===== src/pkg/caf_pkg.sv =====
// Package with register map, field positions, reset values and mode codes of the acceptance filter block
// Function
// - Mask one compares a bit, zero excludes it
// - Extension and remote flags compared under their masks
// - Extension flag compared only in mixed format
// - Remote flag selects remote or data frames
// - Cleared low mask bit accepts neighbour identifiers
// - Full mask extended filter needs exact match
// - Receive FIFO has two independent filters
// - FIFO filters use last two mask registers
// - FIFO filters compare FIFO registers, not mailboxes
// - Every received standard identifier loads filter support register
// - Support read: upper byte, one-hot lower bits
// - Support unit ignores extended identifiers
// - Sleep mode: no clock, no operation
// - Reset request waits for transmit frame end
// - Halt request waits for frame end, flags halt
// - Standard identifiers 11 bits, extended 29 bits
// - Sleep cancel returns to previous mode
`default_nettype none
package caf_pkg;
	localparam int CAF_NUM_MB = 32;
	localparam int CAF_MB_PER_MASK = 4;
	localparam int CAF_FIFO_BOXES = 8;
	localparam int CAF_ADDR_W = 12;
	localparam int CAF_SID_W = 11;
	localparam int CAF_EID_W = 29;
	localparam int CAF_SUP_W = 16;
	// Identifier and mask word layout
	localparam int CAF_POS_IDE = 31;
	localparam int CAF_POS_RTR = 30;
	localparam int CAF_POS_SID_LO = 18;
	// Control and status fields
	localparam int CAF_POS_IDFM = 0;
	localparam int CAF_POS_FIFO = 2;
	localparam int CAF_POS_OPM = 8;
	localparam int CAF_POS_SLEEP = 10;
	localparam int CAF_POS_RST_ST = 0;
	localparam int CAF_POS_HALT_ST = 1;
	localparam int CAF_POS_SLEEP_ST = 2;
	// Filter support word: upper byte low, decoded lower bits above it
	localparam int CAF_POS_SUP_HI = 0;
	localparam int CAF_POS_SUP_DEC = 8;
	// Byte offsets
	localparam logic [11:0] CAF_OFS_CONTROL = 12'h000;
	localparam logic [11:0] CAF_OFS_STATUS = 12'h004;
	localparam logic [11:0] CAF_OFS_SUPPORT = 12'h008;
	localparam logic [11:0] CAF_OFS_FIFO_CMP_A = 12'h00C;
	localparam logic [11:0] CAF_OFS_FIFO_CMP_B = 12'h010;
	localparam logic [11:0] CAF_OFS_RX_ENABLE = 12'h014;
	localparam logic [11:0] CAF_OFS_MASK_BASE = 12'h020;
	localparam logic [11:0] CAF_OFS_MB_BASE = 12'h080;
	// Codes
	localparam logic [1:0] CAF_IDFM_STD = 2'h0;
	localparam logic [1:0] CAF_IDFM_EXT = 2'h1;
	localparam logic [1:0] CAF_IDFM_MIXED = 2'h2;
	localparam logic [1:0] CAF_OPM_OPERATE = 2'h0;
	localparam logic [1:0] CAF_OPM_HALT = 2'h2;
	localparam logic [1:0] CAF_OPM_RST = 2'h1;
	localparam logic [1:0] CAF_IDFM_RST = 2'h0;
	localparam logic [1:0] CAF_RESP_OKAY = 2'h0;
	localparam logic [1:0] CAF_RESP_SLVERR = 2'h2;
	typedef enum logic [2:0] {
		CAF_MODE_OPERATE = 3'h0,
		CAF_MODE_RESET = 3'h1,
		CAF_MODE_HALT = 3'h2,
		CAF_MODE_SLEEP_RST = 3'h3,
		CAF_MODE_SLEEP_HALT = 3'h4
	} caf_mode_e;
endpackage
`default_nettype wire

===== src/core/caf_acceptance_filter.sv =====
// Acceptance filter top: register file on AXI4-Lite, mailbox and FIFO filters, mode and sleep control
//
// The register offsets and register access over AXI4-Lite were chosen for this implementation.
`default_nettype none
module caf_acceptance_filter
	import caf_pkg::*;
#(
	parameter int NUM_MB = CAF_NUM_MB,
	localparam int MB_W = $clog2(NUM_MB)
)(
	input wire logic clk_sys,
	input wire logic arst_n,
	input wire logic [CAF_ADDR_W-1:0] s_axi_awaddr,
	input wire logic s_axi_awvalid,
	output logic s_axi_awready,
	input wire logic [31:0] s_axi_wdata,
	input wire logic [3:0] s_axi_wstrb,
	input wire logic s_axi_wvalid,
	output logic s_axi_wready,
	output logic [1:0] s_axi_bresp,
	output logic s_axi_bvalid,
	input wire logic s_axi_bready,
	input wire logic [CAF_ADDR_W-1:0] s_axi_araddr,
	input wire logic s_axi_arvalid,
	output logic s_axi_arready,
	output logic [31:0] s_axi_rdata,
	output logic [1:0] s_axi_rresp,
	output logic s_axi_rvalid,
	input wire logic s_axi_rready,
	input wire logic rxValid,
	input wire logic [CAF_EID_W-1:0] rxId,
	input wire logic rxIde,
	input wire logic rxRtr,
	input wire logic frameTxBusy,
	input wire logic frameRxBusy,
	output logic rxAccept,
	output logic [MB_W-1:0] rxMailbox,
	output logic rxFifoStore,
	output logic moduleClkEn
);
	localparam int NUM_MASK = NUM_MB / CAF_MB_PER_MASK;
	localparam int MK_W = $clog2(NUM_MASK);
	localparam int FIFO_FIRST = NUM_MB - CAF_FIFO_BOXES;

	typedef struct packed {
		logic [1:0] idFormat;
		logic fifoMode;
		logic [1:0] opReq;
		logic sleepReq;
		caf_mode_e mode;
		logic [31:0] fifoCmpA;
		logic [31:0] fifoCmpB;
		logic [NUM_MASK-1:0][31:0] mask;
		logic [NUM_MB-1:0] rxEn;
		logic [NUM_MB-1:0][31:0] mbId;
		logic awHeld;
		logic [CAF_ADDR_W-1:0] awAddr;
		logic wHeld;
		logic [31:0] wData;
		logic [3:0] wStrb;
		logic bValid;
		logic [1:0] bResp;
		logic rValid;
		logic [31:0] rData;
		logic [1:0] rResp;
		logic accept;
		logic [MB_W-1:0] mbIdx;
		logic fifoStore;
	} caf_state_s;
	caf_state_s st;
	caf_state_s next_st;

	logic [NUM_MB-1:0] mbHit;
	logic [NUM_MB-1:0] mbEligible;
	logic fifoHitA;
	logic fifoHitB;
	logic rxTaken;
	logic supLoad;
	logic [CAF_SUP_W-1:0] supportWord;
	logic [31:0] ctlWord;
	logic [31:0] statWord;
	logic [31:0] rdWord;
	logic rdHit;
	logic [31:0] wMerged;
	logic anyMb;
	logic [MB_W-1:0] hitIdx;
	logic [CAF_ADDR_W-1:0] rdMkOfs;
	logic [CAF_ADDR_W-1:0] rdMbOfs;
	logic [CAF_ADDR_W-1:0] wrMkOfs;
	logic [CAF_ADDR_W-1:0] wrMbOfs;

	// Byte-lane merge of a write into the current register value
	function automatic logic [31:0] caf_merge(input logic [31:0] old, input logic [31:0] data,
		input logic [3:0] strb);
		logic [31:0] res;
		res = old;
		for (int i = 0; i < 4; i++) begin
			if (strb[i]) begin
				res[8*i +: 8] = data[8*i +: 8];
			end
		end
		return res;
	endfunction

	// One comparator per mailbox; mask k serves four neighbouring mailboxes
	for (genvar j = 0; j < NUM_MB; j++) begin : g_mb
		caf_id_match u_match (
			.rxId(rxId),
			.rxIde(rxIde),
			.rxRtr(rxRtr),
			.progWord(st.mbId[j]),
			.maskWord(st.mask[j / CAF_MB_PER_MASK]),
			.idFormat(st.idFormat),
			.hit(mbHit[j])
		);
		// FIFO mailboxes leave the mailbox comparison in FIFO mode
		assign mbEligible[j] = mbHit[j] && st.rxEn[j] && !(st.fifoMode && (j >= FIFO_FIRST));
	end

	// Two independent FIFO filters on the two highest mask registers
	caf_id_match u_fifo_a (
		.rxId(rxId),
		.rxIde(rxIde),
		.rxRtr(rxRtr),
		.progWord(st.fifoCmpA),
		.maskWord(st.mask[NUM_MASK-2]),
		.idFormat(st.idFormat),
		.hit(fifoHitA)
	);
	caf_id_match u_fifo_b (
		.rxId(rxId),
		.rxIde(rxIde),
		.rxRtr(rxRtr),
		.progWord(st.fifoCmpB),
		.maskWord(st.mask[NUM_MASK-1]),
		.idFormat(st.idFormat),
		.hit(fifoHitB)
	);

	caf_filter_support u_support (
		.clk_sys(clk_sys),
		.arst_n(arst_n),
		.load(supLoad),
		.sid(rxId[CAF_EID_W-1:CAF_POS_SID_LO]),
		.supportWord(supportWord)
	);

	// Nothing is received unless the module runs; sleep gates the whole receive path
	assign rxTaken = rxValid && (st.mode == CAF_MODE_OPERATE);
	assign supLoad = rxTaken && !rxIde;

	// Readable words and read decode
	always_comb begin
		ctlWord = '0;
		ctlWord[CAF_POS_IDFM +: 2] = st.idFormat;
		ctlWord[CAF_POS_FIFO] = st.fifoMode;
		ctlWord[CAF_POS_OPM +: 2] = st.opReq;
		ctlWord[CAF_POS_SLEEP] = st.sleepReq;
		statWord = '0;
		statWord[CAF_POS_RST_ST] = (st.mode == CAF_MODE_RESET) || (st.mode == CAF_MODE_SLEEP_RST);
		statWord[CAF_POS_HALT_ST] = (st.mode == CAF_MODE_HALT) || (st.mode == CAF_MODE_SLEEP_HALT);
		statWord[CAF_POS_SLEEP_ST] = (st.mode == CAF_MODE_SLEEP_RST) || (st.mode == CAF_MODE_SLEEP_HALT);
		rdMkOfs = (s_axi_araddr - CAF_OFS_MASK_BASE) >> 2;
		rdMbOfs = (s_axi_araddr - CAF_OFS_MB_BASE) >> 2;
		rdHit = 1'b1;
		rdWord = '0;
		if (s_axi_araddr[CAF_ADDR_W-1:2] == CAF_OFS_CONTROL[CAF_ADDR_W-1:2]) begin
			rdWord = ctlWord;
		end else if (s_axi_araddr[CAF_ADDR_W-1:2] == CAF_OFS_STATUS[CAF_ADDR_W-1:2]) begin
			rdWord = statWord;
		end else if (s_axi_araddr[CAF_ADDR_W-1:2] == CAF_OFS_SUPPORT[CAF_ADDR_W-1:2]) begin
			rdWord[CAF_SUP_W-1:0] = supportWord;
		end else if (s_axi_araddr[CAF_ADDR_W-1:2] == CAF_OFS_FIFO_CMP_A[CAF_ADDR_W-1:2]) begin
			rdWord = st.fifoCmpA;
		end else if (s_axi_araddr[CAF_ADDR_W-1:2] == CAF_OFS_FIFO_CMP_B[CAF_ADDR_W-1:2]) begin
			rdWord = st.fifoCmpB;
		end else if (s_axi_araddr[CAF_ADDR_W-1:2] == CAF_OFS_RX_ENABLE[CAF_ADDR_W-1:2]) begin
			rdWord[NUM_MB-1:0] = st.rxEn;
		end else if ((s_axi_araddr >= CAF_OFS_MASK_BASE) && (rdMkOfs < NUM_MASK)) begin
			rdWord = st.mask[rdMkOfs[MK_W-1:0]];
		end else if ((s_axi_araddr >= CAF_OFS_MB_BASE) && (rdMbOfs < NUM_MB)) begin
			rdWord = st.mbId[rdMbOfs[MB_W-1:0]];
		end else begin
			rdHit = 1'b0;
		end
	end

	// Lowest-numbered eligible mailbox wins
	always_comb begin
		anyMb = 1'b0;
		hitIdx = '0;
		for (int j = NUM_MB - 1; j >= 0; j--) begin
			if (mbEligible[j]) begin
				anyMb = 1'b1;
				hitIdx = MB_W'(j);
			end
		end
	end

	// Bus slave, register writes, mode control and acceptance decision
	always_comb begin
		next_st = st;
		next_st.accept = 1'b0;
		next_st.fifoStore = 1'b0;
		wrMkOfs = (st.awAddr - CAF_OFS_MASK_BASE) >> 2;
		wrMbOfs = (st.awAddr - CAF_OFS_MB_BASE) >> 2;
		wMerged = '0;
		if (s_axi_awvalid && s_axi_awready) begin
			next_st.awHeld = 1'b1;
			next_st.awAddr = s_axi_awaddr;
		end
		if (s_axi_wvalid && s_axi_wready) begin
			next_st.wHeld = 1'b1;
			next_st.wData = s_axi_wdata;
			next_st.wStrb = s_axi_wstrb;
		end
		// Commit once address and data are both held; the response follows in the next cycle
		if (st.awHeld && st.wHeld && !st.bValid) begin
			next_st.awHeld = 1'b0;
			next_st.wHeld = 1'b0;
			next_st.bValid = 1'b1;
			next_st.bResp = CAF_RESP_OKAY;
			if (st.awAddr[CAF_ADDR_W-1:2] == CAF_OFS_CONTROL[CAF_ADDR_W-1:2]) begin
				wMerged = caf_merge(ctlWord, st.wData, st.wStrb);
				next_st.idFormat = wMerged[CAF_POS_IDFM +: 2];
				next_st.fifoMode = wMerged[CAF_POS_FIFO];
				next_st.opReq = wMerged[CAF_POS_OPM +: 2];
				next_st.sleepReq = wMerged[CAF_POS_SLEEP];
			end else if (st.awAddr[CAF_ADDR_W-1:2] == CAF_OFS_FIFO_CMP_A[CAF_ADDR_W-1:2]) begin
				next_st.fifoCmpA = caf_merge(st.fifoCmpA, st.wData, st.wStrb);
			end else if (st.awAddr[CAF_ADDR_W-1:2] == CAF_OFS_FIFO_CMP_B[CAF_ADDR_W-1:2]) begin
				next_st.fifoCmpB = caf_merge(st.fifoCmpB, st.wData, st.wStrb);
			end else if (st.awAddr[CAF_ADDR_W-1:2] == CAF_OFS_RX_ENABLE[CAF_ADDR_W-1:2]) begin
				wMerged = caf_merge(32'(st.rxEn), st.wData, st.wStrb);
				next_st.rxEn = wMerged[NUM_MB-1:0];
			end else if ((st.awAddr >= CAF_OFS_MASK_BASE) && (wrMkOfs < NUM_MASK)) begin
				next_st.mask[wrMkOfs[MK_W-1:0]] = caf_merge(st.mask[wrMkOfs[MK_W-1:0]], st.wData, st.wStrb);
			end else if ((st.awAddr >= CAF_OFS_MB_BASE) && (wrMbOfs < NUM_MB)) begin
				next_st.mbId[wrMbOfs[MB_W-1:0]] = caf_merge(st.mbId[wrMbOfs[MB_W-1:0]], st.wData, st.wStrb);
			end else if ((st.awAddr[CAF_ADDR_W-1:2] != CAF_OFS_STATUS[CAF_ADDR_W-1:2])
				&& (st.awAddr[CAF_ADDR_W-1:2] != CAF_OFS_SUPPORT[CAF_ADDR_W-1:2])) begin
				next_st.bResp = CAF_RESP_SLVERR;
			end
		end
		if (st.bValid && s_axi_bready) begin
			next_st.bValid = 1'b0;
		end
		// Read data are captured at the address handshake and held until taken
		if (s_axi_arvalid && s_axi_arready) begin
			next_st.rValid = 1'b1;
			next_st.rData = rdWord;
			next_st.rResp = rdHit ? CAF_RESP_OKAY : CAF_RESP_SLVERR;
		end else if (st.rValid && s_axi_rready) begin
			next_st.rValid = 1'b0;
		end
		// Leaving operation waits for the transmit frame, halt also for the receive frame; sleep is reachable only from reset or halt
		unique case (st.mode)
			CAF_MODE_OPERATE: begin
				if (st.opReq[0] && !frameTxBusy) begin
					next_st.mode = CAF_MODE_RESET;
				end else if ((st.opReq == CAF_OPM_HALT) && !frameTxBusy && !frameRxBusy) begin
					next_st.mode = CAF_MODE_HALT;
				end
			end
			CAF_MODE_RESET: begin
				if (st.sleepReq) begin
					next_st.mode = CAF_MODE_SLEEP_RST;
				end else if (st.opReq == CAF_OPM_HALT) begin
					next_st.mode = CAF_MODE_HALT;
				end else if (st.opReq == CAF_OPM_OPERATE) begin
					next_st.mode = CAF_MODE_OPERATE;
				end
			end
			CAF_MODE_HALT: begin
				if (st.sleepReq) begin
					next_st.mode = CAF_MODE_SLEEP_HALT;
				end else if (st.opReq[0]) begin
					next_st.mode = CAF_MODE_RESET;
				end else if (st.opReq == CAF_OPM_OPERATE) begin
					next_st.mode = CAF_MODE_OPERATE;
				end
			end
			CAF_MODE_SLEEP_RST: begin
				if (!st.sleepReq) begin
					next_st.mode = CAF_MODE_RESET;
				end
			end
			CAF_MODE_SLEEP_HALT: begin
				if (!st.sleepReq) begin
					next_st.mode = CAF_MODE_HALT;
				end
			end
			default: begin
				next_st.mode = CAF_MODE_RESET;
			end
		endcase
		// Mailboxes take priority; the FIFO catches what passes either of its filters
		if (rxTaken) begin
			if (anyMb) begin
				next_st.accept = 1'b1;
				next_st.mbIdx = hitIdx;
			end else if (st.fifoMode && (fifoHitA || fifoHitB)) begin
				next_st.fifoStore = 1'b1;
			end
		end
	end

	always_ff @(posedge clk_sys or negedge arst_n) begin
		if (!arst_n) begin
			st <= '0;
			st.opReq <= CAF_OPM_RST;
			st.idFormat <= CAF_IDFM_RST;
			st.mode <= CAF_MODE_RESET;
		end else begin
			st <= next_st;
		end
	end

	// Handshakes are combinational; one write and one read in flight
	assign s_axi_awready = !st.awHeld && !st.bValid;
	assign s_axi_wready = !st.wHeld && !st.bValid;
	assign s_axi_bvalid = st.bValid;
	assign s_axi_bresp = st.bResp;
	assign s_axi_arready = !st.rValid;
	assign s_axi_rvalid = st.rValid;
	assign s_axi_rdata = st.rData;
	assign s_axi_rresp = st.rResp;
	assign rxAccept = st.accept;
	assign rxMailbox = st.mbIdx;
	assign rxFifoStore = st.fifoStore;
	// Clock gate enable for the protocol engine; dropped for the whole sleep
	assign moduleClkEn = (st.mode != CAF_MODE_SLEEP_RST) && (st.mode != CAF_MODE_SLEEP_HALT);

	sleepNoClock_a: assert property (@(posedge clk_sys) disable iff (!arst_n)
		(st.mode == CAF_MODE_SLEEP_RST || st.mode == CAF_MODE_SLEEP_HALT) |-> !moduleClkEn ##1 !rxAccept && !rxFifoStore)
		else $error("module active while asleep");
	resetWaits_a: assert property (@(posedge clk_sys) disable iff (!arst_n)
		(st.mode == CAF_MODE_OPERATE && st.opReq[0] && frameTxBusy) |=> st.mode == CAF_MODE_OPERATE)
		else $error("reset mode entered during transmission");
	haltWaits_a: assert property (@(posedge clk_sys) disable iff (!arst_n)
		(st.mode == CAF_MODE_OPERATE && st.opReq == CAF_OPM_HALT && (frameTxBusy || frameRxBusy))
		|=> !statWord[CAF_POS_HALT_ST])
		else $error("halt entered during a frame");
	haltEnters_a: assert property (@(posedge clk_sys) disable iff (!arst_n)
		(st.mode == CAF_MODE_OPERATE && st.opReq == CAF_OPM_HALT && !frameTxBusy && !frameRxBusy)
		|=> statWord[CAF_POS_HALT_ST])
		else $error("halt flag not raised after idle halt request");
	sleepReturn_a: assert property (@(posedge clk_sys) disable iff (!arst_n)
		(st.mode == CAF_MODE_SLEEP_HALT && !st.sleepReq) |=> st.mode == CAF_MODE_HALT
			&& $past(st.mode, 2) != CAF_MODE_SLEEP_RST)
		else $error("sleep exit did not return to halt");
	sleepOnlyStopped_a: assert property (@(posedge clk_sys) disable iff (!arst_n)
		st.mode == CAF_MODE_OPERATE |=> moduleClkEn)
		else $error("sleep entered straight from operation");
	fifoEither_a: assert property (@(posedge clk_sys) disable iff (!arst_n)
		(rxTaken && st.fifoMode && !anyMb) |=> rxFifoStore == $past(fifoHitA || fifoHitB))
		else $error("FIFO store does not follow its two filters");
	fifoNoMailbox_a: assert property (@(posedge clk_sys) disable iff (!arst_n)
		(rxAccept && $past(st.fifoMode)) |-> rxMailbox < FIFO_FIRST)
		else $error("FIFO mailbox matched through its identifier field");
	extNoSupport_a: assert property (@(posedge clk_sys) disable iff (!arst_n)
		(rxValid && rxIde) |=> $stable(supportWord))
		else $error("extended identifier reached the support register");
	writeAnswer_a: assert property (@(posedge clk_sys) disable iff (!arst_n)
		(st.awHeld && st.wHeld && !st.bValid) |=> s_axi_bvalid && !s_axi_awready)
		else $error("write response missing after commit");
endmodule
`default_nettype wire


===== src/core/caf_filter_support.sv =====
// Filter support register: latches a standard identifier and presents it split and decoded
`default_nettype none
module caf_filter_support
	import caf_pkg::*;
(
	input wire logic clk_sys,
	input wire logic arst_n,
	input wire logic load,
	input wire logic [CAF_SID_W-1:0] sid,
	output logic [CAF_SUP_W-1:0] supportWord
);
	typedef struct packed {
		logic [7:0] upper;
		logic [7:0] decoded;
	} caf_sup_s;
	caf_sup_s st;
	caf_sup_s next_st;

	// Decode lower three identifier bits to one-hot at load time
	always_comb begin
		next_st = st;
		if (load) begin
			next_st.upper = sid[CAF_SID_W-1:3];
			next_st.decoded = 8'h01 << sid[2:0];
		end
	end

	always_ff @(posedge clk_sys or negedge arst_n) begin
		if (!arst_n) begin
			st <= '0;
		end else begin
			st <= next_st;
		end
	end

	// Register output keeps the read path free of the decoder
	always_comb begin
		supportWord = '0;
		supportWord[CAF_POS_SUP_HI +: 8] = st.upper;
		supportWord[CAF_POS_SUP_DEC +: 8] = st.decoded;
	end

	supLoad_a: assert property (@(posedge clk_sys) disable iff (!arst_n)
		load |=> supportWord[CAF_POS_SUP_HI +: 8] == $past(sid[CAF_SID_W-1:3]))
		else $error("support register missed a received identifier");
	supOneHot_a: assert property (@(posedge clk_sys) disable iff (!arst_n)
		load |=> $onehot(supportWord[CAF_POS_SUP_DEC +: 8])
			&& supportWord[CAF_POS_SUP_DEC + $past(sid[2:0])])
		else $error("support register decode is not the one-hot lower bits");
endmodule
`default_nettype wire


===== src/core/caf_id_match.sv =====
// Masked comparison of one received identifier against one programmed filter word
`default_nettype none
module caf_id_match
	import caf_pkg::*;
(
	input wire logic [CAF_EID_W-1:0] rxId,
	input wire logic rxIde,
	input wire logic rxRtr,
	input wire logic [31:0] progWord,
	input wire logic [31:0] maskWord,
	input wire logic [1:0] idFormat,
	output logic hit
);
	logic mixed;
	logic [CAF_EID_W-1:0] idCare;
	logic idOk;
	logic rtrOk;
	logic ideOk;
	logic formatOk;

	// Compare only bits whose mask is one; standard frames carry just the top eleven bits
	always_comb begin
		mixed = (idFormat == CAF_IDFM_MIXED);
		if (rxIde) begin
			idCare = maskWord[CAF_EID_W-1:0];
		end else begin
			idCare = {maskWord[CAF_EID_W-1:CAF_POS_SID_LO], {CAF_POS_SID_LO{1'b0}}};
		end
		idOk = (((rxId ^ progWord[CAF_EID_W-1:0]) & idCare) == '0);
		rtrOk = !maskWord[CAF_POS_RTR] || (rxRtr == progWord[CAF_POS_RTR]);
		ideOk = !(mixed && maskWord[CAF_POS_IDE]) || (rxIde == progWord[CAF_POS_IDE]);
		// Single-format channels never see the other frame format as a hit
		if (mixed) begin
			formatOk = 1'b1;
		end else if (idFormat == CAF_IDFM_EXT) begin
			formatOk = rxIde;
		end else begin
			formatOk = !rxIde;
		end
		hit = idOk && rtrOk && ideOk && formatOk;
	end
endmodule
`default_nettype wire


===== config.mk =====
export PLATFORM = sky130hd
export DESIGN_NAME = caf_acceptance_filter
export DESIGN_NICKNAME = d
export VERILOG_FILES = /design/src/pkg/caf_pkg.sv /design/src/core/caf_acceptance_filter.sv /design/src/core/caf_filter_support.sv /design/src/core/caf_id_match.sv
export SDC_FILE = /design/constraint.sdc
export NUM_CORES = 2
export LEC_CHECK = 0
export BUFFER_PORTS_ARGS = -buffer_cell sky130_fd_sc_hd__clkbuf_2
export CAP_MARGIN = 10
export CORE_ASPECT_RATIO = 0.6
export CORE_MARGIN = 2
export CORE_UTILIZATION = 35
export DETAILED_ROUTE_END_ITERATION = 10
export PLACE_DENSITY = 0.55
export SLEW_MARGIN = 0
export SYNTH_ARGS = -nofsm -noshare
export SYNTH_HDL_FRONTEND = slang
export SYNTH_SLANG_ARGS = --single-unit
export TNS_END_PERCENT = 50

===== constraint.sdc =====
create_clock -name clk_sys -period 4.5 [get_ports clk_sys]
set_clock_uncertainty 0.05 [all_clocks]
set_input_delay 0.9 -clock clk_sys [delete_from_list [all_inputs] [get_ports clk_sys]]
set_output_delay 0.9 -clock clk_sys [all_outputs]
set_load 0.1 [all_outputs]

==> results.ini <==
[outcome]
outcome = complete, no violations

[worst_setup_path]
crit_path_end_kind = flop
crit_family = simple AND/OR/NAND/NOR gates
path_buf_inv = 4
cpPeakStageDelay_ns = 0.96
cp_slowest_cell = nor4bb_1
crit_fanout = 7
startpoint_type = flop
critPathKind = flop to flop
crit_path_cell_trace = nor4bb_1 -> buf_4 -> a222oi_1 -> nand2_1 -> nor2_1 -> nand4_1 -> buf_4 -> nand4_1 -> buf_4 -> nor4_1 -> buf_4 -> nor4b_1
required_ns = 5.15
arrival_ns = 5.08
path_common_cell = buf_4

[yosys]
yosysWarnings = 0
syn_inst = 7189
ys_seq_area_share_pct = 39.7
synth_common_cells = 1490 x dfrtp_1, 1404 x mux2_2, 942 x xor2_1, 769 x mux4_2, 371 x clkbuf_1
synth_edf_count = 0
synthArstFlopShare_pct = 100
synth_ff_type = dfrtp_1
synth_cell_types = 81
ys_ff_latch = 1492
synth_area_um2 = 94100
ys_top_cells_by_area = dfrtp_1 40%, mux4_2 18%, mux2_2 17%
yosysTopAreaCell = dfrtp_1
avgSynthCellArea_um2 = 13.1
yosysMostFrequentCell = dfrtp_1
synth_top_area_share_pct = 39.6

[timing]
fin_ws_ns = 0.0679
fmax_mhz = 226
max_slew_margin_pct = 4.93
slew_viol_final = 0
setup-violations-final = 0
post-route-min-period_ns = 4.43
fin_crit_sh_pct = 98.5
tightest_slew_ns = 1.42
hold_viol = 0
rsz0062_at_grt = false

[clocking]
cts_buffers = 171
htree_levels = 4
clkTransAtPathRegs_ns = 0.07
post_cts_buffers = 0
clkSinkCount = 1492
cts_tree = built
cts_buffer_depth = 4
insertion_delay_ns = 0.88
clockRootBuffer = clkbuf_16

[route]
drt_iter0_drc = 12103
ant_nets = 0
viasPerCell = 6.74
wl_per_cell_um = 49.9
drc = 0
vias = 77994
detail_route.first_pass.iterations = 10
routed_wl_um = 577000

[die]
fp.dieH_um = 406
dieArea_um2 = 273000
core_area_um2 = 267000
die_w_um = 673
fp-row-count = 147
initial_utilization_pct = 35.2
io_pins = 150

[pwr]
powerDensity_nw_per_um2 = 422
power.total_uw = 47500
peakVddDrop_mv = 0.470
leakage_uw = 0.0511

[place]
placed_area_um2 = 107000
hpwl_um = 452000
dp.cells = 11243
gp_congestion = 1.07
port-buffer-count = 143
preCtsSetupSlack_ns = -0.0985

[final_layout]
final.fill_count = 24864
layout-drive-gt1-share_pct = 46.6
stdcell_area_um2 = 112000
final_nets = 7953
syn2layout_area_growth_pct = 19.5
utilization_pct = 42.0
fin_cells = 11565

[grt]
grt_max_degree = 135
grt_pass1_wl_um = 751000
grt_usage_pct = 41.8
grt_pass1_vias = 74227
grt-ovfl-total = 0
antenna_found_initial = 92

[run]
drv_cap = 0

[min_path]
hp-class = input port to flop

## flip-flops by register name, indices dropped and copies added (netlist names)
register	cells
s_axi_bvalid	1
s_axi_bresp	1
s_axi_rdata	32
u_support.supportWord	16
ctlWord	6
st	1427
rxFifoStore	1
s_axi_rresp	1
rxAccept	1
rxMailbox	5
s_axi_rvalid	1
## layout by cell type (no fill, tap or decap), types with 32 or more instances in the layout
| cell | netlist | layout |
|---|---|---|
| buf_4 | 54 | 850 |
| nand2_1 | 332 | 330 |
| a21oi_1 | 82 | 80 |
| xnor2_1 | 87 | 86 |
| mux2_2 | 1404 | 1404 |
| nor2_1 | 125 | 92 |
| nor2_4 | 0 | 32 |
| nand3_1 | 116 | 115 |
| a222oi_1 | 36 | 36 |
| clkbuf_16 | 0 | 173 |
| a221oi_1 | 36 | 36 |
| mux4_2 | 769 | 769 |
| a32oi_1 | 82 | 82 |
| dfrtp_1 | 1490 | 1484 |
| xor2_1 | 942 | 942 |
| a22oi_1 | 243 | 243 |
| buf_12 | 0 | 170 |
| nand4_1 | 86 | 86 |
| mux2i_1 | 110 | 110 |
| clkbuf_2 | 0 | 135 |
| o21ai_0 | 90 | 90 |
## cell families after synthesis
kind of cell,Yosys count,synth area share [%]
buffers and inverters,712,3.32
multiplexers,2313,36.7
AND/OR/NAND/NOR,811,4.10
XOR/XNOR,1029,9.58
other,1,0.00399
flip-flops,1492,39.7
adder cells (fa/ha/maj),8,0.106
AO/OA/AOI/OAI,823,6.47
## power by group
part	internal, uW	total (uW)	switching, uW
sequential	14200	15900	1720
combinational	5240	16600	11400
clock	8430	14900	6490
## timing repair
action / 4_1_cts / 5_1_grt
hold endpoints to repair: 47 / 0
setup endpoints to repair: 0 / 1
gates resized for setup: 0 / 3
hold buffers: 1 / 0
## final cells by class
type | count | area (um2) | area share, %
inverters | 29 | 116 | 0.104
clock buffers | 228 | 4820 | 4.28
diodes | 24 | 60.1 | 0.0534
flip-flops and latches | 1492 | 37400 | 33.2
clock inverters | 66 | 793 | 0.706
repair buffers | 1164 | 10600 | 9.39
well taps | 3576 | 4470 | 3.98
multi-input cells | 4986 | 54300 | 48.3
## stage by stage
stage          setup TNS [ns]  hold slack [ns]
2_1_floorplan               0            0.388
3_3_place_gp           -0.224            0.409
3_5_place_dp          -0.0985            0.408
4_1_cts                     0            0.147
5_1_grt                     0            0.187
6_report                    0            0.187
## worst register-to-register path: stages (launching register included)
cell and delay [ns]:
dfrtp_1 0.71, nor4bb_1 0.98, buf_4 0.34, a222oi_1 0.13, nand2_1 0.12, nor2_1 0.11, nand4_1 0.12, buf_4 0.17
nand4_1 0.11, buf_4 0.21, nor4_1 0.45, buf_4 0.34, nor4b_1 0.42
## per-layer routing
layer	GRT usage [%]	vias to the layer above	share of wire (%)
met5	1.61	-	0.17
met4	15.6	66	4.6
met3	23.6	1021	17
met2	52.8	5925	37
met1	57.8	42224	41
li1	-	28758	-
## path summary, 6_finish.rpt
kind | startpoint | end | slack, ns | cells past startpoint
max | ctlWord[0] | rxFifoStore | 0.07 | 12
min | s_axi_rready | s_axi_rvalid | 0.19 | 2
max reg2reg | ctlWord[0] | rxFifoStore | 0.07 | 12
min reg2reg | u_support.supportWord[9] | u_support.supportWord[9] | 0.43 | 2
max in group asynchronous | arst_n | st[1014] | 2.48 | 3
min in group asynchronous | arst_n | st[1448] | 0.56 | 2
No activity file was read; power rests on OpenSTA's default activity.
